## src/vic_consts.svh

```systemverilog
// Constants for the vectored interrupt controller.
// Assumes inclusion by vic_pkg.sv and vic_top.sv only.
`ifndef VIC_CONSTS_SVH
`define VIC_CONSTS_SVH
`define VIC_NUM_SRC 18
`define VIC_VEC_BASE 16'h0003
`define VIC_VEC_STEP 16'h0008
`define VIC_ADDR_EN_A 8'ha8
`define VIC_ADDR_EN_B 8'hb8
`define VIC_ADDR_EN_C 8'h9a
`define VIC_ADDR_FLAG_A 8'h88
`define VIC_ADDR_FLAG_B 8'hc0
`define VIC_ADDR_FLAG_C 8'he8
`define VIC_ADDR_PRIO_LO 8'ha9
`define VIC_ADDR_PRIO_HI 8'hb9
`define VIC_ADDR_STAT 8'hd0
`define VIC_ADDR_MASK 8'hd1
`define VIC_ADDR_SUBMASK 8'hd2
`define VIC_GEN_BIT 7
`define VIC_RESET_BYTE 8'h00
`define VIC_DETECT_CYC 1
`define VIC_CALL_CYC 6
`define VIC_NUM_GRP 6
`endif

```

## src/vic_pkg.sv

```systemverilog
// Types for the vectored interrupt controller.
// Assumes vic_consts.svh in the include path.
`include "vic_consts.svh"
package vic_pkg;
  typedef logic [`VIC_NUM_SRC-1:0] vic_vec_t;
  typedef struct packed {
    logic [7:0] addr;
    logic [7:0] wdata;
    logic wr;
    logic rd;
  } vic_bus_t;
  typedef struct packed {
    logic req;
    logic [4:0] num;
    logic [15:0] addr;
    logic [1:0] lvl;
  } vic_call_t;
  typedef enum logic [1:0] {VIC_IDLE, VIC_DETECT, VIC_CALL} vic_state_t;
endpackage : vic_pkg

```

## src/vic_top.sv

```systemverilog
// Vectored interrupt controller with priority groups and nesting.
// Assumes sources and core on i_clk; events are one-cycle pulses.
//
// Operation
// - Eighteen sources, each with own flag.
// - Per-source enable bits across three registers.
// - Source groups get software-selected priority levels.
// - Multi-event peripherals get per-event mask bits.
// - Global enable gates every acknowledge.
// - Vector address is eight times n plus three.
// - Source 0 radio fifo error, vector 03h.
// - Source 1 converter done, vector 0Bh.
// - Source 9 wide timer, vector 4Bh.
// - Source 11 narrow timer a, 5Bh.
// - Source 12 narrow timer b, 63h.
// - Source 17 watchdog timer mode, 8Bh.
// - Flags set regardless of enable state.
// - Enabled flag forces long call; higher preempts.
// - Response is one detect plus six call.
// - Equal or lower priority waits pending.
//
// Our own choices: the address-and-strobe port and the register addresses.
`timescale 1ns/1ps
`include "vic_consts.svh"
module vic_top (
  input wire logic i_clk,
  input wire logic i_rst,
  input wire logic [7:0] i_addr,
  input wire logic [7:0] i_wdata,
  input wire logic i_wr,
  input wire logic i_rd,
  output logic [7:0] o_rdata,
  input wire logic [`VIC_NUM_SRC-1:0] i_event,
  input wire logic [7:0] i_sub_event,
  input wire logic i_return_from_irq,
  output logic o_long_call,
  output logic [15:0] o_vector,
  output logic [4:0] o_irq_num,
  output logic o_irq
);
  localparam int NS = `VIC_NUM_SRC;
  localparam int CALL_CYC = `VIC_CALL_CYC;

  vic_pkg::vic_bus_t bus;
  assign bus = '{addr: i_addr, wdata: i_wdata, wr: i_wr, rd: i_rd};

  function automatic logic [15:0] vec_of(input logic [4:0] n);
    vec_of = `VIC_VEC_BASE + (`VIC_VEC_STEP * {11'h000, n});
  endfunction : vec_of

  // Group of each source: n mod 6
  function automatic logic [2:0] grp_of(input int n);
    grp_of = 3'(n % `VIC_NUM_GRP);
  endfunction : grp_of

  ////////////////////////////////////////////////////////////
  // Registers
  logic [7:0] en_a_q, en_b_q, en_c_q, prio_lo_q, prio_hi_q, mask_q, submask_q;
  logic [7:0] stat_q, rdata_q;
  vic_pkg::vic_vec_t flag_q;
  logic [7:0] sub_hit;
  logic [4:0] sub_or;

  // Source bit positions in the enable registers
  vic_pkg::vic_vec_t en_map;
  always_comb begin
    en_map = '0;
    en_map[5:0] = en_a_q[5:0];
    en_map[6] = en_c_q[1];
    en_map[7] = en_c_q[2];
    en_map[8] = en_b_q[0];
    en_map[12:9] = en_b_q[4:1];
    en_map[13] = en_b_q[5];
    en_map[14] = en_c_q[3];
    en_map[15] = en_c_q[4];
    en_map[16] = en_c_q[0];
    en_map[17] = en_c_q[5];
  end

  // Peripheral sub-events gated by own masks
  assign sub_hit = i_sub_event & submask_q;
  assign sub_or = {|sub_hit[7:6], |sub_hit[5:4], |sub_hit[3:2], sub_hit[1], sub_hit[0]};
  vic_pkg::vic_vec_t ev;
  always_comb begin
    ev = i_event;
    ev[13] = i_event[13] | sub_or[0];
    ev[15] = i_event[15] | sub_or[1];
    ev[6] = i_event[6] | sub_or[2];
    ev[8] = i_event[8] | sub_or[3];
    ev[16] = i_event[16] | sub_or[4];
  end

  always_ff @(posedge i_clk or posedge i_rst) begin
    if (i_rst) begin
      en_a_q <= `VIC_RESET_BYTE;
      en_b_q <= `VIC_RESET_BYTE;
      en_c_q <= `VIC_RESET_BYTE;
      prio_lo_q <= `VIC_RESET_BYTE;
      prio_hi_q <= `VIC_RESET_BYTE;
      mask_q <= `VIC_RESET_BYTE;
      submask_q <= `VIC_RESET_BYTE;
    end else if (bus.wr) begin
      case (bus.addr)
        `VIC_ADDR_EN_A: en_a_q <= bus.wdata & 8'hbf;
        `VIC_ADDR_EN_B: en_b_q <= bus.wdata & 8'h3f;
        `VIC_ADDR_EN_C: en_c_q <= bus.wdata & 8'h3f;
        `VIC_ADDR_PRIO_LO: prio_lo_q <= bus.wdata & 8'h3f;
        `VIC_ADDR_PRIO_HI: prio_hi_q <= bus.wdata & 8'h3f;
        `VIC_ADDR_MASK: mask_q <= bus.wdata & 8'h07;
        `VIC_ADDR_SUBMASK: submask_q <= bus.wdata;
        default: ;
      endcase
    end
  end

  ////////////////////////////////////////////////////////////
  // Flags: set wins over clear, set regardless of enable
  logic ack;
  logic [4:0] sel_num;
  vic_pkg::vic_vec_t wr_clr;
  always_comb begin
    wr_clr = '0;
    if (bus.wr) begin
      case (bus.addr)
        `VIC_ADDR_FLAG_A: wr_clr[7:0] = ~bus.wdata;
        `VIC_ADDR_FLAG_B: wr_clr[15:8] = ~bus.wdata;
        `VIC_ADDR_FLAG_C: wr_clr[17:16] = ~bus.wdata[1:0];
        default: ;
      endcase
    end
    if (ack) begin
      wr_clr[sel_num] = 1'b1;
    end
  end

  always_ff @(posedge i_clk or posedge i_rst) begin
    if (i_rst) begin
      flag_q <= '0;
    end else begin
      flag_q <= (flag_q & ~wr_clr) | ev;
    end
  end

  ////////////////////////////////////////////////////////////
  // Priority resolve
  logic [1:0] lvl [NS];
  logic [3:0] act_q;
  vic_pkg::vic_vec_t live;
  logic found;
  logic [1:0] sel_lvl;
  always_comb begin
    for (int n = 0; n < NS; n++) begin
      lvl[n] = {prio_hi_q[grp_of(n)], prio_lo_q[grp_of(n)]};
    end
  end
  assign live = flag_q & en_map & {NS{en_a_q[`VIC_GEN_BIT]}};

  always_comb begin
    found = 1'b0;
    sel_num = '0;
    sel_lvl = '0;
    for (int l = 3; l >= 0; l--) begin
      for (int n = 0; n < NS; n++) begin
        if (!found && live[n] && lvl[n] == 2'(l)) begin
          found = 1'b1;
          sel_num = 5'(n);
          sel_lvl = 2'(l);
        end
      end
    end
  end

  // Highest active level, or none
  logic act_any;
  logic [1:0] act_top;
  always_comb begin
    act_any = |act_q;
    act_top = 2'h0;
    for (int l = 0; l < 4; l++) begin
      if (act_q[l]) begin
        act_top = 2'(l);
      end
    end
  end
  logic can_take;
  assign can_take = found && (!act_any || sel_lvl > act_top);

  ////////////////////////////////////////////////////////////
  // Detect and call sequence
  vic_pkg::vic_state_t st_q;
  logic [2:0] cnt_q;
  vic_pkg::vic_call_t call_q;
  assign ack = (st_q == vic_pkg::VIC_IDLE) && can_take;

  always_ff @(posedge i_clk or posedge i_rst) begin
    if (i_rst) begin
      st_q <= vic_pkg::VIC_IDLE;
      cnt_q <= '0;
      call_q <= '0;
    end else begin
      case (st_q)
        vic_pkg::VIC_IDLE: begin
          call_q.req <= 1'b0;
          if (ack) begin
            st_q <= vic_pkg::VIC_DETECT;
            call_q.num <= sel_num;
            call_q.addr <= vec_of(sel_num);
            call_q.lvl <= sel_lvl;
          end
        end
        vic_pkg::VIC_DETECT: begin
          st_q <= vic_pkg::VIC_CALL;
          cnt_q <= 3'(CALL_CYC - 1);
          call_q.req <= 1'b1;
        end
        vic_pkg::VIC_CALL: begin
          if (cnt_q == 3'h0) begin
            st_q <= vic_pkg::VIC_IDLE;
            call_q.req <= 1'b0;
          end else begin
            cnt_q <= cnt_q - 3'h1;
          end
        end
        default: st_q <= vic_pkg::VIC_IDLE;
      endcase
    end
  end

  // Nesting stack of active levels
  always_ff @(posedge i_clk or posedge i_rst) begin
    if (i_rst) begin
      act_q <= '0;
    end else begin
      if (i_return_from_irq && act_any) begin
        act_q[act_top] <= 1'b0;
      end
      if (st_q == vic_pkg::VIC_DETECT) begin
        act_q[call_q.lvl] <= 1'b1;
      end
    end
  end

  ////////////////////////////////////////////////////////////
  // Status: sticky bits for return (bit 0), call start (bit 1) and a flag pending on a disabled source (bit 2); a read clears them
  logic rd_stat;
  logic [7:0] stat_set;
  assign rd_stat = bus.rd && bus.addr == `VIC_ADDR_STAT;
  assign stat_set = {6'h00, (st_q == vic_pkg::VIC_DETECT), (i_return_from_irq && act_any)}
                    | {5'h00, |(flag_q & ~en_map), 2'h0};
  always_ff @(posedge i_clk or posedge i_rst) begin
    if (i_rst) begin
      stat_q <= '0;
    end else begin
      stat_q <= (rd_stat ? 8'h00 : stat_q) | stat_set;
    end
  end

  always_ff @(posedge i_clk or posedge i_rst) begin
    if (i_rst) begin
      rdata_q <= '0;
    end else if (bus.rd) begin
      case (bus.addr)
        `VIC_ADDR_EN_A: rdata_q <= en_a_q;
        `VIC_ADDR_EN_B: rdata_q <= en_b_q;
        `VIC_ADDR_EN_C: rdata_q <= en_c_q;
        `VIC_ADDR_FLAG_A: rdata_q <= flag_q[7:0];
        `VIC_ADDR_FLAG_B: rdata_q <= flag_q[15:8];
        `VIC_ADDR_FLAG_C: rdata_q <= {6'h00, flag_q[17:16]};
        `VIC_ADDR_PRIO_LO: rdata_q <= prio_lo_q;
        `VIC_ADDR_PRIO_HI: rdata_q <= prio_hi_q;
        `VIC_ADDR_STAT: rdata_q <= stat_q;
        `VIC_ADDR_MASK: rdata_q <= mask_q;
        `VIC_ADDR_SUBMASK: rdata_q <= submask_q;
        default: rdata_q <= 8'h00;
      endcase
    end else begin
      rdata_q <= 8'h00;
    end
  end

  assign o_rdata = rdata_q;
  assign o_long_call = call_q.req;
  assign o_vector = call_q.addr;
  assign o_irq_num = call_q.num;
  assign o_irq = |(stat_q & mask_q);

  ////////////////////////////////////////////////////////////
  // Checks

  property p_vec;
    @(posedge i_clk) disable iff (i_rst)
    o_long_call |-> o_vector == 16'(8 * o_irq_num + 3);
  endproperty
  a_vec: assert property (p_vec) else $error("vector not 8n+3");

  property p_gen;
    @(posedge i_clk) disable iff (i_rst)
    ack |-> en_a_q[7];
  endproperty
  a_gen: assert property (p_gen) else $error("ack without global enable");

  property p_en;
    @(posedge i_clk) disable iff (i_rst)
    ack |-> en_map[sel_num] && flag_q[sel_num];
  endproperty
  a_en: assert property (p_en) else $error("ack of disabled source");

  property p_resp;
    @(posedge i_clk) disable iff (i_rst)
    ack |=> !o_long_call ##1 o_long_call [*6] ##1 !o_long_call;
  endproperty
  a_resp: assert property (p_resp) else $error("response not 1+6 cycles");

  property p_flag;
    @(posedge i_clk) disable iff (i_rst)
    i_event[1] |=> flag_q[1];
  endproperty
  a_flag: assert property (p_flag) else $error("flag not set by event");

  property p_pend;
    @(posedge i_clk) disable iff (i_rst)
    ack && act_any |-> sel_lvl > act_top;
  endproperty
  a_pend: assert property (p_pend) else $error("equal level preempted");

  property p_low;
    @(posedge i_clk) disable iff (i_rst)
    ack && live[0] && lvl[0] == sel_lvl |-> sel_num == 5'h00;
  endproperty
  a_low: assert property (p_low) else $error("lower number not first");

  property p_ret;
    @(posedge i_clk) disable iff (i_rst)
    i_return_from_irq && act_any && st_q != vic_pkg::VIC_DETECT |=> !act_q[$past(act_top)];
  endproperty
  a_ret: assert property (p_ret) else $error("level not released on return");

  property p_wd;
    @(posedge i_clk) disable iff (i_rst)
    o_long_call && o_irq_num == 5'd17 |-> o_vector == 16'h008b;
  endproperty
  a_wd: assert property (p_wd) else $error("watchdog vector wrong");
endmodule : vic_top

```

## config.mk

```make
export PLATFORM = sky130hd
export DESIGN_NAME = vic_top
export DESIGN_NICKNAME = d
export VERILOG_FILES = /design/src/vic_pkg.sv /design/src/vic_top.sv
export VERILOG_INCLUDE_DIRS = /design/src
export SDC_FILE = /design/constraint.sdc
export NUM_CORES = 1
export LEC_CHECK = 0
export BUFFER_PORTS_ARGS = -buffer_cell sky130_fd_sc_hd__buf_4
export CAP_MARGIN = 20
export CORE_MARGIN = 5
export CORE_UTILIZATION = 50
export DETAILED_ROUTE_END_ITERATION = 8
export PLACE_DENSITY = 0.73
export SLEW_MARGIN = 40
export SYNTH_ARGS = -nofsm -noshare
export SYNTH_HDL_FRONTEND = slang
export SYNTH_SLANG_ARGS = --single-unit
```

## constraint.sdc

```tcl
create_clock -name i_clk -period 3.7 [get_ports i_clk]
set_clock_uncertainty 0.05 [all_clocks]
set_input_delay 1.11 -clock i_clk [delete_from_list [all_inputs] [get_ports i_clk]]
set_output_delay 1.11 -clock i_clk [all_outputs]
set_load 0.005 [all_outputs]
```

# Word level (Yosys, flattened, before mapping)

Cells that the tools add are included.

Logic and storage cells: 573
Register bits: 109
Input port bits: 47

Bitwise gates (word level): 22
Reduce and logical (&&, ||, !) cells: 250
Add/sub/neg operators: 2
Muxes and demuxes: 241
Magnitude comparators: 7
Equal/unequal tests: 34

Operator list:

| cell                                                                   | number |
|---|---|
| 5-bit two-way mux                                                      | 70 |
| 2-bit two-way mux                                                      | 77 |
| 1-bit logical AND                                                      | 150 |
| 8-bit equality test (second input constant)                            | 11 |
| 8-bit case mux with 11 select lines                                    | 1 |
| 1-bit two-way mux                                                      | 78 |
| 18-bit AND                                                             | 4 |
| 1-bit zero test                                                        | 72 |
| 18-bit two-way mux                                                     | 2 |
| 18-bit NOT                                                             | 2 |
| 18-bit bitwise OR                                                      | 2 |
| 8-bit two-way mux                                                      | 4 |
| 2-bit equality test (second input constant)                            | 13 |
| 2-bit AND reduction                                                    | 11 |
| 18-bit OR reduction                                                    | 1 |
| 2-bit by 1-bit equality test with 1-bit output (second input constant) | 7 |
| 2-bit zero test                                                        | 7 |
| 2-bit by 8-bit adder with 9-bit output (first input constant)          | 1 |
| 8-bit by 3-bit AND with 8-bit output                                   | 1 |
| 8-bit AND                                                              | 1 |
| 4-bit two-way mux                                                      | 2 |
| 8-bit NOT                                                              | 1 |
| 8-bit by 3-bit bitwise OR with 8-bit output                            | 1 |
| 8-bit OR reduction                                                     | 1 |
| other kinds (25)                                                       | 36 |

# Depth between registers and ports, before layout

Gate-level depths: netlist of the first run.

Depth in word-level cells: 297
Mapped depth: 19

# Worst setup path before layout of the first run

OpenSTA, ideal clock, no wires.

Kind: register -> register
Start: reg en_a_q[7]
End: reg flag_q[12]
Stages on the path, launching flop included: 17
Data arrival time: 3.397 ns
Setup slack: 0.107 ns
Buffers on the path: 2
Data required time: 3.504 ns
Cells stage by stage: dfrtp_1 buf_6 buf_6 nand3_1 o22ai_1 nor4_4 nand2_2 nor3_4 nand2_1 ha_1 nor2b_1 o21ai_0 a211o_1 a31o_2 nand3b_4 nor3_2 a41oi_1

Elaborated cells on any way between the ends: 444
Classes of those cells: order compare (3); mux (218); bitwise (5); reduce/logical (218)

RTL lines:

| what                            | RTL line       | text |
|---|---|---|
| from (decl)                     | vic_top.sv:58  | `logic [7:0] en_a_q, en_b_q, en_c_q, prio_lo_q, prio_hi_q, mask_q, submask_q;` |
| from (signal assigned)          | vic_top.sv:95  | `` en_a_q <= `VIC_RESET_BYTE; `` |
| from (signal assigned)          | vic_top.sv:104 | `` `VIC_ADDR_EN_A: en_a_q <= bus.wdata & 8'hbf; `` |
| 18-bit AND (*)                  | vic_top.sv:156 | `` assign live = flag_q & en_map & {NS{en_a_q[`VIC_GEN_BIT]}}; `` |
| 1-bit logical AND               | vic_top.sv:164 | `if (!found && live[n] && lvl[n] == 2'(l)) begin` |
| 1-bit two-way mux               | vic_top.sv:164 |  |
| 1-bit zero test                 | vic_top.sv:164 |  |
| 1-bit logical AND (2 in series) | vic_top.sv:164 |  |
| 1-bit two-way mux               | vic_top.sv:164 |  |
| 1-bit zero test                 | vic_top.sv:164 |  |
| 1-bit logical AND (2 in series) | vic_top.sv:164 |  |
| [277 not listed]                | --             |  |
| net sel_lvl[1]                  | vic_top.sv:150 | `logic [1:0] sel_lvl;` |
| 2-bit > comparator (*)          | vic_top.sv:186 | `assign can_take = found && (!act_any \|\| sel_lvl > act_top);` |
| 1-bit logical OR (*)            | vic_top.sv:186 |  |
| 1-bit logical AND (*)           | vic_top.sv:186 |  |
| 1-bit logical AND (*)           | vic_top.sv:193 | `assign ack = (st_q == vic_pkg::VIC_IDLE) && can_take;` |
| 18-bit two-way mux (*)          | vic_top.sv:131 | `if (ack) begin` |
| 18-bit NOT (*)                  | vic_top.sv:140 | `flag_q <= (flag_q & ~wr_clr) \| ev;` |
| 18-bit AND (*)                  | vic_top.sv:140 |  |
| 18-bit bitwise OR (*)           | vic_top.sv:140 |  |
| to (signal assigned)            | vic_top.sv:140 |  |
| to (decl)                       | vic_top.sv:60  | `vic_pkg::vic_vec_t flag_q;` |

The timed path passes the listed nets; every way through them passes the cells marked *.
A chain may end at the register's enable or synchronous reset.

# Worst setup path after layout of the first run

Start: reg prio_hi_q[2]
End: reg flag_q[0]

Elaborated cells on any way between the ends: 436
Classes of those cells: order compare (3); eq/ne (3); mux (213); bitwise (4); reduce/logical (213)

RTL lines:

| what                            | RTL line       | text |
|---|---|---|
| from (decl)                     | vic_top.sv:58  |  |
| from (signal assigned)          | vic_top.sv:99  | `` prio_hi_q <= `VIC_RESET_BYTE; `` |
| from (signal assigned)          | vic_top.sv:108 | `` `VIC_ADDR_PRIO_HI: prio_hi_q <= bus.wdata & 8'h3f; `` |
| 2-bit equality test             | vic_top.sv:164 |  |
| 1-bit logical AND               | vic_top.sv:164 |  |
| 1-bit two-way mux               | vic_top.sv:164 |  |
| 1-bit zero test                 | vic_top.sv:164 |  |
| 1-bit logical AND (2 in series) | vic_top.sv:164 |  |
| 1-bit two-way mux               | vic_top.sv:164 |  |
| 1-bit zero test                 | vic_top.sv:164 |  |
| 1-bit logical AND (2 in series) | vic_top.sv:164 |  |
| [269 not listed]                | --             |  |
| net sel_lvl[1]                  | vic_top.sv:150 |  |
| 2-bit > comparator (*)          | vic_top.sv:186 |  |
| 1-bit logical OR (*)            | vic_top.sv:186 |  |
| 1-bit logical AND (*)           | vic_top.sv:186 |  |
| 1-bit logical AND (*)           | vic_top.sv:193 |  |
| 18-bit two-way mux (*)          | vic_top.sv:131 |  |
| 18-bit NOT (*)                  | vic_top.sv:140 |  |
| 18-bit AND (*)                  | vic_top.sv:140 |  |
| 18-bit bitwise OR (*)           | vic_top.sv:140 |  |

Marks and branches as above.

==> results of run 1 <==
-- power groups by stage --
stage / combinational [mW] / sequential [mW] / clock [mW]
6_report: 0.560 / 1.15 / 0.942
2_1_floorplan: 0.359 / 1.11 / 0
5_1_grt: 0.604 / 1.15 / 0.979
3_3_place_gp: 0.506 / 1.15 / 0
4_1_cts: 0.529 / 1.14 / 0.943
3_5_place_dp: 0.523 / 1.16 / 0
-- kinds of logic (layout without fill, tap and decap cells) --
group                    Yosys count  after routing
adder cells (fa/ha/maj)            4              4
multiplexers                      46             46
flip-flops                        89             89
AND/OR/NAND/NOR                  315            315
other                              1              9
AO/OA/AOI/OAI                    212            212
buffers and inverters             81            229
-- worst min-delay path by stage --
stage,startpoint,end,slack (ns),cells past startpoint
floorplan,o_vector[1],o_vector[1],0.41,1
global placement,o_vector[1],o_vector[1],0.43,1
detailed placement,o_vector[1],o_vector[1],0.43,1
CTS,o_vector[1],o_vector[1],0.45,1
global route,o_vector[1],o_vector[1],0.47,1
finish,o_vector[1],o_vector[1],0.45,1
-- cell usage in the layout, fill, tap and decap left out, drive strengths merged, types with 4 or more instances in the layout --
cell and count:
buf 170, dfrtp 89, nor2 86, nand2 72
mux2 44, inv 43, o22ai 35, nand3 33
o21ai 29, a21oi 26, a31oi 21, nor4 20
nor3 18, nand2b 16, nand3b 13, clkbuf 13
a222oi 12, nor2b 12, a22oi 12, and3 11
conb 9, nand4 9, a22o 7, o211ai 7
a41oi 7, o32ai 7, and2 6, nor3b 5
o31ai 4, a211oi 4, a221oi 4, a2111oi 4
ha 4, or2 4, a311oi 4
-- timing repair --
item | 4_1_cts | 5_1_grt
pin swaps | 2 | 13
hold endpoints to repair | 0 | 0
resized for setup | 2 | 33
buffers inserted | 0 | 4
endpoints found under the setup margin | 8 | 19
gates cloned | 0 | 2
-- critical path, cell delays in order, from the launching register on --
cell and delay (ns):
sky130_fd_sc_hd__dfrtp_1 0.53, sky130_fd_sc_hd__nand2_1 0.20, sky130_fd_sc_hd__o22ai_4 0.09, sky130_fd_sc_hd__or4_4 0.59, sky130_fd_sc_hd__nor3_4 0.29, sky130_fd_sc_hd__nand2_2 0.11
sky130_fd_sc_hd__ha_4 0.28, sky130_fd_sc_hd__nor2b_1 0.12, sky130_fd_sc_hd__o21ai_1 0.08, sky130_fd_sc_hd__a211o_1 0.27, sky130_fd_sc_hd__a31o_4 0.22, sky130_fd_sc_hd__nand3b_4 0.18
sky130_fd_sc_hd__nor3_4 0.26, sky130_fd_sc_hd__buf_6 0.15, sky130_fd_sc_hd__a31oi_1 0.07
-- routing by layer --
metal / track usage, % / vias up / wire [um]
met3: 7.38 / 144 / 2780
met1: 42.4 / 3381 / 10000
met4: 19.3 / 0 / 1830
met5: 0 / - / 0
li1: - / 3120 / -
met2: 51.4 / 576 / 11800
-- stage by stage --
stage / total power [mW] / cells / TNS, ns
floorplan: 1.47 / 756 / 0
global placement: 1.66 / 1054 / 0
detailed placement: 1.68 / 1054 / -0.178
CTS: 2.61 / 1070 / 0
global route: 2.74 / 1076 / -0.185
finish: 2.65 / 1076 / 0
-- state kept, by name, indices dropped and copies added (netlist names) --
name and cells:
o_rdata 8, submask_q 8, prio_lo_q 6, flag_q 18, en_c_q 6, o_vector 1
cnt_q 3, o_long_call 1, o_irq_num 5, mask_q 3, act_q 4, en_b_q 6
call_q 2, en_a_q 7, prio_hi_q 6, st_q 2, stat_q 3
-- area by class of cell --
type                    instances  share of cell area (%)
clock buffers                  11                    2.78
clock inverters                 5                   0.761
inverters                      41                    1.87
multi-input cells             586                    49.2
flip-flops and latches         89                    26.6
well taps                     172                    2.57
repair buffers                172                    16.3
==> flow_summary.yaml, run 1 <==
synthesis:
  synth.top_cell.area_share_pct: 33.9
  synth.yosys.warnings: 0
  synth_enable_flop_cells: 0
  synthesized_area_fraction_occupied_by_adder_cells_pct: 0.761
  dominant_combinational_cell_family_by_area_after_synthesis: "simple AND/OR/NAND/NOR gates"
  synth.cell_area_mm2: 0.00658
  synth_area_leaders: "sky130_fd_sc_hd__dfrtp_1, sky130_fd_sc_hd__mux2_2, sky130_fd_sc_hd__nor2_1"
  proportion_of_synthesized_area_in_mux_cells_pct: 7.90
  parity_gate_share_of_the_synthesized_area_counting_xor_and_xnor_cells_pct: 0
  yosys.area_share.simple_pct: 27.0
  synth_compound_area_share_pct: 24.1
  synth.yosys.seq_area_share_pct: 33.9
  postSynthRegisterBits: 89
  synth.most_common_cell: "sky130_fd_sc_hd__dfrtp_1"
  post_synth_inst_count: 748
  ys_async_sr_fraction_pct: 100
  synth_cell_types: 89
  ys_dominant_reg_cell: "sky130_fd_sc_hd__dfrtp_1"
  synth_commonest_cells: "sky130_fd_sc_hd__dfrtp_1, sky130_fd_sc_hd__nor2_1, sky130_fd_sc_hd__nand2_1, sky130_fd_sc_hd__mux2_2, sky130_fd_sc_hd__inv_1"
  syn-mean-instance-area_um2: 8.79
  cell_taking_the_most_area_after_synthesis: "sky130_fd_sc_hd__dfrtp_1"
critical_path:
  cp-endpoint: "flag_q[0]"
  worstPathArrival_ns: 3.78
  r2r_cells: 14
  critical_path.endpoint_type: "flop"
  worst_ep_required_time_ns: 3.86
  reg2reg_from: "prio_hi_q[2]"
  crit_start: "prio_hi_q[2]"
  crit_path_max_fanout: 6
  worst_setup_slack_for_register_to_register_paths_ns: 0.08
  path_class: "reg2reg"
  startpoint_type: "flop"
  worst_r2r_endpoint: "flag_q[0]"
run_status:
  run_status: "finished, violations left"
  failed_checks: "DRC"
routing:
  drtPass1Iterations: 9
  number_of_vias_in_the_routed_layout: 7221
  detail-route-antenna-nets: 0
  drt_iter0_markers: 995
  vias_per_cell: 6.71
  route.final.wire_length_um: 26400
  routed_wire_length_per_instance_um: 24.5
  drc: 11
run:
  maxCapViolations: 0
layout:
  antenna_fix_cells: 0
  finish.instance_area_mm2: 0.00838
  area_delta_synth_final_pct: 27.5
  fin_util_pct: 65.6
  seq_area_mm2: 0.00223
  multiInputGateArea_mm2: 0.00412
  final_layout_size_suffix_gt1_share_pct: 33.7
  fin_nets: 950
  filler_cell_count: 1058
sta:
  achievable-frequency_mhz: 276
  finalCritPeriodShare_pct: 97.8
  final-max-slew-violation-count: 0
  setup_violations: 0
  tightestPinTransition_ns: 0.802
  rsz0062_at_grt: "true"
  hold-worst-slack_ns: 0.446
  hold_viol: 0
  layout_setup_ws_ns: 0.0817
  timing.slew.headroom_pct: 45.1
  crit_path_time_final_ns: 3.62
clock_tree:
  hold_buffers: 0
  htreeDepth: 3
  clock_tree.root_cell: "sky130_fd_sc_hd__clkbuf_16"
  cts_buffers: 9
  path_clk_slew_ns: 0.07
  clock-sinks: 89
  cts.path.max_buffers: 2
  clk_latency_ns: 0.35
  cts_tree: "yes"
global_routing:
  first_global_vias: 7049
  gr-total-overflow: 0
  antenna_found_initial: 0
  pin_count_of_the_biggest_net_entering_global_routing: 49
  grt_pass1_wl_um: 40700
  global_route_total_usage_across_every_layer_pct: 33.1
power_and_ir_drop:
  switching_share_pct: 30.3
  power-per-cell-area_mw_per_mm2: 316
  leakage_nw: 3.68
  combinational_fraction_of_design_power_pct: 21.1
  p_int_mw: 1.85
  clock_power_share_pct: 35.6
  vdd_drop_max_uv: 346
  p_seq_share_pct: 43.3
  switchingPower_uw: 801
die:
  starting_density_of_the_core_pct: 51.5
  die_height_um: 125
  floorplan.die_area_mm2: 0.0155
  top_level_ports: 78
  row_count: 41
  chipWidth_um: 125
  core-area_mm2: 0.0128
place:
  placement.io_buffers: 68
  dp_hpwl_um: 20400
  gp_routability_congestion: 1.07
  post-place-ws_ns: -0.0939
  placed_area_mm2: 0.00784
worst_hold_path:
  min_path_type: "reg2reg"
No activity file was read; power rests on OpenSTA's default activity.
==> inputs of run 2 (changes only) <==
--- a/config.mk
+++ b/config.mk
@@ -8,11 +8,12 @@
 export LEC_CHECK = 0
 export BUFFER_PORTS_ARGS = -buffer_cell sky130_fd_sc_hd__buf_4
 export CAP_MARGIN = 20
+export CELL_PAD_IN_SITES_DETAIL_PLACEMENT = 1
+export CELL_PAD_IN_SITES_GLOBAL_PLACEMENT = 1
 export CORE_MARGIN = 5
-export CORE_UTILIZATION = 50
+export CORE_UTILIZATION = 41
 export DETAILED_ROUTE_END_ITERATION = 8
-export PLACE_DENSITY = 0.73
-export SLEW_MARGIN = 40
+export PLACE_DENSITY_LB_ADDON = 0.1
 export SYNTH_ARGS = -nofsm -noshare
 export SYNTH_HDL_FRONTEND = slang
 export SYNTH_SLANG_ARGS = --single-unit
==> constraint.sdc (replaced) <==
create_clock -name i_clk -period 3.7 [get_ports i_clk]
set_clock_uncertainty 0.05 [all_clocks]
set_input_delay 1.11 -clock i_clk [delete_from_list [all_inputs] [get_ports i_clk]]
set_output_delay 1.11 -clock i_clk [all_outputs]
set_load 0.01 [all_outputs]
==> run 2 against run 1 <==
  * The flow now finishes without violations
  * Global-route usage is 0.48 points lower
  * Die area is 20% higher
  * Combinational power is 5.4% higher
  * Final cell count is 5.1% higher
  * Routed wire length is 16% higher
  * Clock power is 10% higher
  * Setup slack worse by 0.036 ns
  * Design area is 3.1% higher
  * Largest cell class unchanged
==> flow_summary.yaml, run 2 (synthesis gave the netlist of run 1 again) <==
run_status:
  run_status: "finished clean"
critical_path:
  startpoint_type: "flop"
  timing.critical_path.slowest_cell_delay_ns: 0.62
  path_class: "reg2reg"
  worstPathArrival_ns: 3.82
  r2r_cells: 12
  crit_path_max_fanout: 7
  critPathSlowestCell: "sky130_fd_sc_hd__dfrtp_1"
  reg2reg_from: "prio_hi_q[2]"
  crit_chain: "nand2_1 -> buf_4 -> o22ai_1 -> nor3_2 -> buf_4 -> nand3_1 -> buf_4 -> o22ai_1 -> nor4_4 -> nand2_1 -> nor2b_1 -> a31oi_1"
  worst_ep_required_time_ns: 3.86
  crit_start: "prio_hi_q[2]"
  cp_common_cell: "sky130_fd_sc_hd__buf_4"
  worst_setup_slack_for_register_to_register_paths_ns: 0.05
  critical_path.endpoint_type: "flop"
clock_tree:
  cts_tree: "yes"
  path_clk_slew_ns: 0.07
  clock_tree.root_cell: "sky130_fd_sc_hd__clkbuf_16"
  cts.path.max_buffers: 2
  clk_latency_ns: 0.35
  htreeDepth: 3
  clock-sinks: 89
  cts_buffers: 9
layout:
  fin_nets: 961
  largest_register_ffs: 18
  finish.instance_area_mm2: 0.00865
  most_common_cell_after_layout_fill_and_taps_aside: "sky130_fd_sc_hd__buf_4"
  area_delta_synth_final_pct: 31.5
  antenna_fix_cells: 0
  most-common-layout-cells: "sky130_fd_sc_hd__buf_4, sky130_fd_sc_hd__nor2_1, sky130_fd_sc_hd__dfrtp_1"
  layoutNonFillerInstCount: 1131
  final_layout_size_suffix_gt1_share_pct: 35.2
  top_register: "flag_q"
  fin_util_pct: 54.6
die:
  top_level_ports: 78
  starting_density_of_the_core_pct: 41.5
  row_count: 46
  core-area_mm2: 0.0158
  chipWidth_um: 137
  floorplan.die_area_mm2: 0.0187
  die_height_um: 137
sta:
  finalCritPeriodShare_pct: 98.8
  tightestPinTransition_ns: 0.781
  setup_violations: 0
  hold_viol: 0
  achievable-frequency_mhz: 274
  final-max-slew-violation-count: 0
  fin_tns_setup_ns: 0
  layout_setup_ws_ns: 0.0454
  crit_path_time_final_ns: 3.65
  timing.slew.headroom_pct: 47.9
power_and_ir_drop:
  clock_power_share_pct: 37.5
  p_seq_share_pct: 41.3
  leakage_nw: 3.78
  p_int_mw: 1.95
  power-per-cell-area_mw_per_mm2: 321
  switching_share_pct: 29.8
  combinational_fraction_of_design_power_pct: 21.2
  switchingPower_uw: 829
  vdd_drop_max_uv: 289
routing:
  drt_iter0_markers: 742
  routed_wire_length_per_instance_um: 27.1
  route.final.wire_length_um: 30600
  number_of_vias_in_the_routed_layout: 7207
  vias_per_cell: 6.37
  drtPass1Iterations: 7
  drc: 0
  detail-route-antenna-nets: 0
worst_hold_path:
  min_path_type: "reg2reg"
  timing.hold.worst_path_depth: 1
  holdCritStartpoint: "o_vector[1]"
global_routing:
  pin_count_of_the_biggest_net_entering_global_routing: 49
  global_route_total_usage_across_every_layer_pct: 32.6
  antenna_found_initial: 0
  grt_pass1_wl_um: 45300
  gr-total-overflow: 0
  first_global_vias: 7487
place:
  placement.io_buffers: 68
  post-place-ws_ns: -0.0902
  gp_routability_congestion: 1.01
  placed_area_mm2: 0.00794
  dp_hpwl_um: 24200
  dp_cells: 1104
run:
  maxCapViolations: 0
## run 2: cell types whose count changed in the layout (fill, tap and decap cells not counted), moves of 3 or more
cell,previous run,this run
sky130_fd_sc_hd__buf_4,165,176
sky130_fd_sc_hd__dfrtp_1,85,81
sky130_fd_sc_hd__dfrtp_2,4,8
sky130_fd_sc_hd__nand3_1,17,20
sky130_fd_sc_hd__nand3_2,13,7
sky130_fd_sc_hd__nand3_4,3,6
## run 2: repair_timing
| action | 4_1_cts | 5_1_grt |
|---|---|---|
| setup buffers | 0 | 8 |
| hold buffers | 0 | 0 |
| endpoints found under the setup margin | 7 | 19 |
| resized for setup | 3 | 43 |
| cloned | 0 | 3 |
| pin swaps | 1 | 15 |
## run 2: power groups by stage
stage | clock, mW | combinational (mW) | sequential (mW)
after floorplan | 0 | 0.376 | 1.11
after global routing | 1.10 | 0.635 | 1.16
after detailed placement | 0 | 0.554 | 1.16
after global placement | 0 | 0.538 | 1.15
final | 1.04 | 0.590 | 1.15
after CTS | 1.05 | 0.561 | 1.14
## run 2: layer usage
layer,track usage (%),routed length (um),vias to the layer above
met4,18.3,1900,0
met1,40.8,12300,3555
met5,0,0,-
met2,53.1,14200,404
li1,-,-,3143
met3,6.03,2220,105
## run 2: final timing paths
kind / endpoint
worst max-delay path: flag_q[4]
max in group asynchronous: prio_lo_q[1]
worst max register to register: flag_q[4]
worst min register to register: o_vector[1]
min in group asynchronous: flag_q[2]
worst min-delay path: o_vector[1]
## run 2: worst max-delay path: cells and delay by family, from the launching register on
family	cells	cell delay [ns]
compound gates	3	0.57
buf+inv	3	0.56
flops	1	0.62
simple gates	6	1.70
## run 2: per-stage QoR
stage / power, mW / hold slack (ns)
final: 2.78 / 0.465
after global routing: 2.89 / 0.501
after CTS: 2.76 / 0.475
after global placement: 1.69 / 0.432
after floorplan: 1.49 / 0.409
after detailed placement: 1.71 / 0.455
## run 2: layout make-up
class | count | area (um2)
Tap cell | 216 | 270
Fill cell | 1842 | 7180
Clock inverter | 5 | 85.1
Clock buffer | 11 | 253
Inverter | 41 | 155
Sequential cell | 89 | 2240
Timing Repair Buffer | 183 | 1460
Multi-Input combinational cell | 586 | 4190
==> inputs of run 3 (changes only) <==
--- a/config.mk
+++ b/config.mk
@@ -11,7 +11,8 @@
 export CELL_PAD_IN_SITES_DETAIL_PLACEMENT = 1
 export CELL_PAD_IN_SITES_GLOBAL_PLACEMENT = 1
 export CORE_MARGIN = 5
-export CORE_UTILIZATION = 41
+export CORE_UTILIZATION = 42
+export CTS_BUF_LIST = sky130_fd_sc_hd__clkbuf_4
 export DETAILED_ROUTE_END_ITERATION = 8
 export PLACE_DENSITY_LB_ADDON = 0.1
 export SYNTH_ARGS = -nofsm -noshare
==> run 3 against run 2 <==
  * Sequential power about the same
  * Maximum frequency up 0.75%
  * Combinational power increased by 2%
  * Final cell count down 0.18%
  * Worst hold slack gained 0.027 ns
  * Critical path type unchanged
==> flow_summary.yaml, run 3 (synthesis gave the netlist of run 1 again) <==
run_status:
  run_status: "finished clean"
layout:
  filler_cell_count: 1786
  area_delta_synth_final_pct: 27.6
  fin_util_pct: 55.0
  most_common_cell_after_layout_fill_and_taps_aside: "sky130_fd_sc_hd__buf_4"
  fin_nets: 964
  largest_register_ffs: 18
  most-common-layout-cells: "sky130_fd_sc_hd__buf_4, sky130_fd_sc_hd__dfrtp_1, sky130_fd_sc_hd__nor2_1"
  multiInputGateArea_mm2: 0.00413
  final_layout_size_suffix_gt1_share_pct: 35.2
  seq_area_mm2: 0.00223
  top_register: "flag_q"
critical_path:
  path_class: "reg2reg"
  critical_path.endpoint_type: "flop"
  worst_setup_slack_for_register_to_register_paths_ns: 0.07
  crit_chain: "buf_6 -> clkbuf_16 -> nand3_4 -> nor2_2 -> or4_4 -> nor3_4 -> buf_4 -> a21oi_2 -> ha_1 -> nand2_1 -> o21ai_0 -> a211o_1 -> a31o_4 -> nand3b_4 -> o21ba_4 -> a31oi_1"
  worst_r2r_endpoint: "flag_q[1]"
  worst_ep_required_time_ns: 3.98
  crit_start: "en_a_q[7]"
  crit_path_max_fanout: 6
  r2r_cells: 16
  worst-path-stages: 16
  critPathBufInv: 3
  reg2reg_from: "en_a_q[7]"
  timing.critical_path.slowest_cell_delay_ns: 0.51
  cp-endpoint: "flag_q[1]"
  worstPathArrival_ns: 3.91
  worst_path_dominant_cell_family: "simple AND/OR/NAND/NOR gates"
  critPathSlowestCell: "sky130_fd_sc_hd__or4_4"
  startpoint_type: "flop"
power_and_ir_drop:
  power-per-cell-area_mw_per_mm2: 284
  leakage_nw: 3.70
  vdd_drop_max_uv: 208
  final_power_mw: 2.39
clock_tree:
  cts_buffers: 9
  path_clk_slew_ns: 0.15
  htreeDepth: 3
  cts.path.max_buffers: 2
  clock_tree.root_cell: "sky130_fd_sc_hd__clkbuf_4"
  clock-sinks: 89
  clk_latency_ns: 0.47
  hold_buffers: 0
  cts_tree: "yes"
sta:
  finalCritPeriodShare_pct: 98.0
  setup_violations: 0
  hold_viol: 0
  layout_setup_ws_ns: 0.0727
  crit_path_time_final_ns: 3.63
  timing.slew.headroom_pct: 44.0
  final-max-slew-violation-count: 0
  fin_tns_setup_ns: 0
  tightestPinTransition_ns: 0.840
  achievable-frequency_mhz: 276
global_routing:
  grt_pass1_wl_um: 45800
  gr-total-overflow: 0
  first_global_vias: 7647
  global_route_total_usage_across_every_layer_pct: 33.2
  pin_count_of_the_biggest_net_entering_global_routing: 50
  antenna_found_initial: 1
worst_hold_path:
  min_path_type: "reg2reg"
run:
  maxCapViolations: 0
die:
  chipWidth_um: 135
  core-area_mm2: 0.0153
  row_count: 45
  floorplan.die_area_mm2: 0.0183
  die_height_um: 135
  top_level_ports: 78
  starting_density_of_the_core_pct: 43.1
routing:
  routed_wire_length_per_instance_um: 26.9
  drtPass1Iterations: 6
  drt_iter0_markers: 746
  drc: 0
  detail-route-antenna-nets: 0
  route.final.wire_length_um: 30400
  number_of_vias_in_the_routed_layout: 7261
  vias_per_cell: 6.43
place:
  post-place-ws_ns: -0.164
  dp_hpwl_um: 24500
  placement.io_buffers: 68
  gp_routability_congestion: 0.957
[run 3: stage by stage]
stage / area (um2) / cells / hold WS, ns
2_1_floorplan: 6610 / 756 / 0.409
3_3_place_gp: 7970 / 1106 / 0.431
3_5_place_dp: 7970 / 1106 / 0.468
4_1_cts: 8170 / 1123 / 0.504
5_1_grt: 8390 / 1129 / 0.509
6_report: 8390 / 1129 / 0.492
[run 3: layout make-up]
cell class | instances | share of cell area, %
timing repair buffer | 186 | 17.2
inverter | 41 | 1.85
tap | 211 | 3.15
sequential | 89 | 26.6
clock inverter | 5 | 0.940
antenna | 1 | 0.0298
clock buffer | 10 | 0.895
multi-input combinational | 586 | 49.3
[run 3: worst min path at each step]
| stage | from | endpoint | slack [ns] | cells after the start |
|---|---|---|---|---|
| finish | o_vector[1] | o_vector[1] | 0.49 | 1 |
| global route | o_vector[1] | o_vector[1] | 0.51 | 1 |
| CTS | cnt_q[2] | cnt_q[2] | 0.50 | 2 |
| detailed placement | cnt_q[2] | cnt_q[2] | 0.47 | 2 |
| global placement | o_vector[1] | o_vector[1] | 0.43 | 1 |
| floorplan | o_vector[1] | o_vector[1] | 0.41 | 1 |
[run 3: report_power, final]
part           internal [mW]  switching [mW]  total (mW)
Combinational          0.270           0.331       0.601
Sequential              1.05          0.0999        1.15
Clock                  0.279           0.359       0.637
Total                   1.60           0.790        2.39
[run 3: worst register-to-register path, delay by kind of cell, from the launching register on]
kind                     cells  cell delay, ns
AND/OR/NAND/NOR              6            1.18
AO/OA/AOI/OAI                6            1.04
flip-flops                   1            0.49
buffers and inverters        3            0.45
adder cells (fa/ha/maj)      1            0.28
[run 3: layer usage]
layer  part of all wire [%]  GRT usage (%)  routed length [um]  up-vias
met5                      0              0                   0        -
met4                    6.0           17.3                1820        0
met3                    7.0           6.48                2140      109
met2                     48           55.4               14500      402
met1                     39           40.6               12000     3607
li1                       -              -                   -     3143
[run 3: timing repair]
item	4_1_cts	5_1_grt
resized for setup	6	36
cloned	0	1
hold endpoints to repair	0	0
endpoints found under the setup margin	13	20
buffers inserted	2	4
pin swaps	1	12
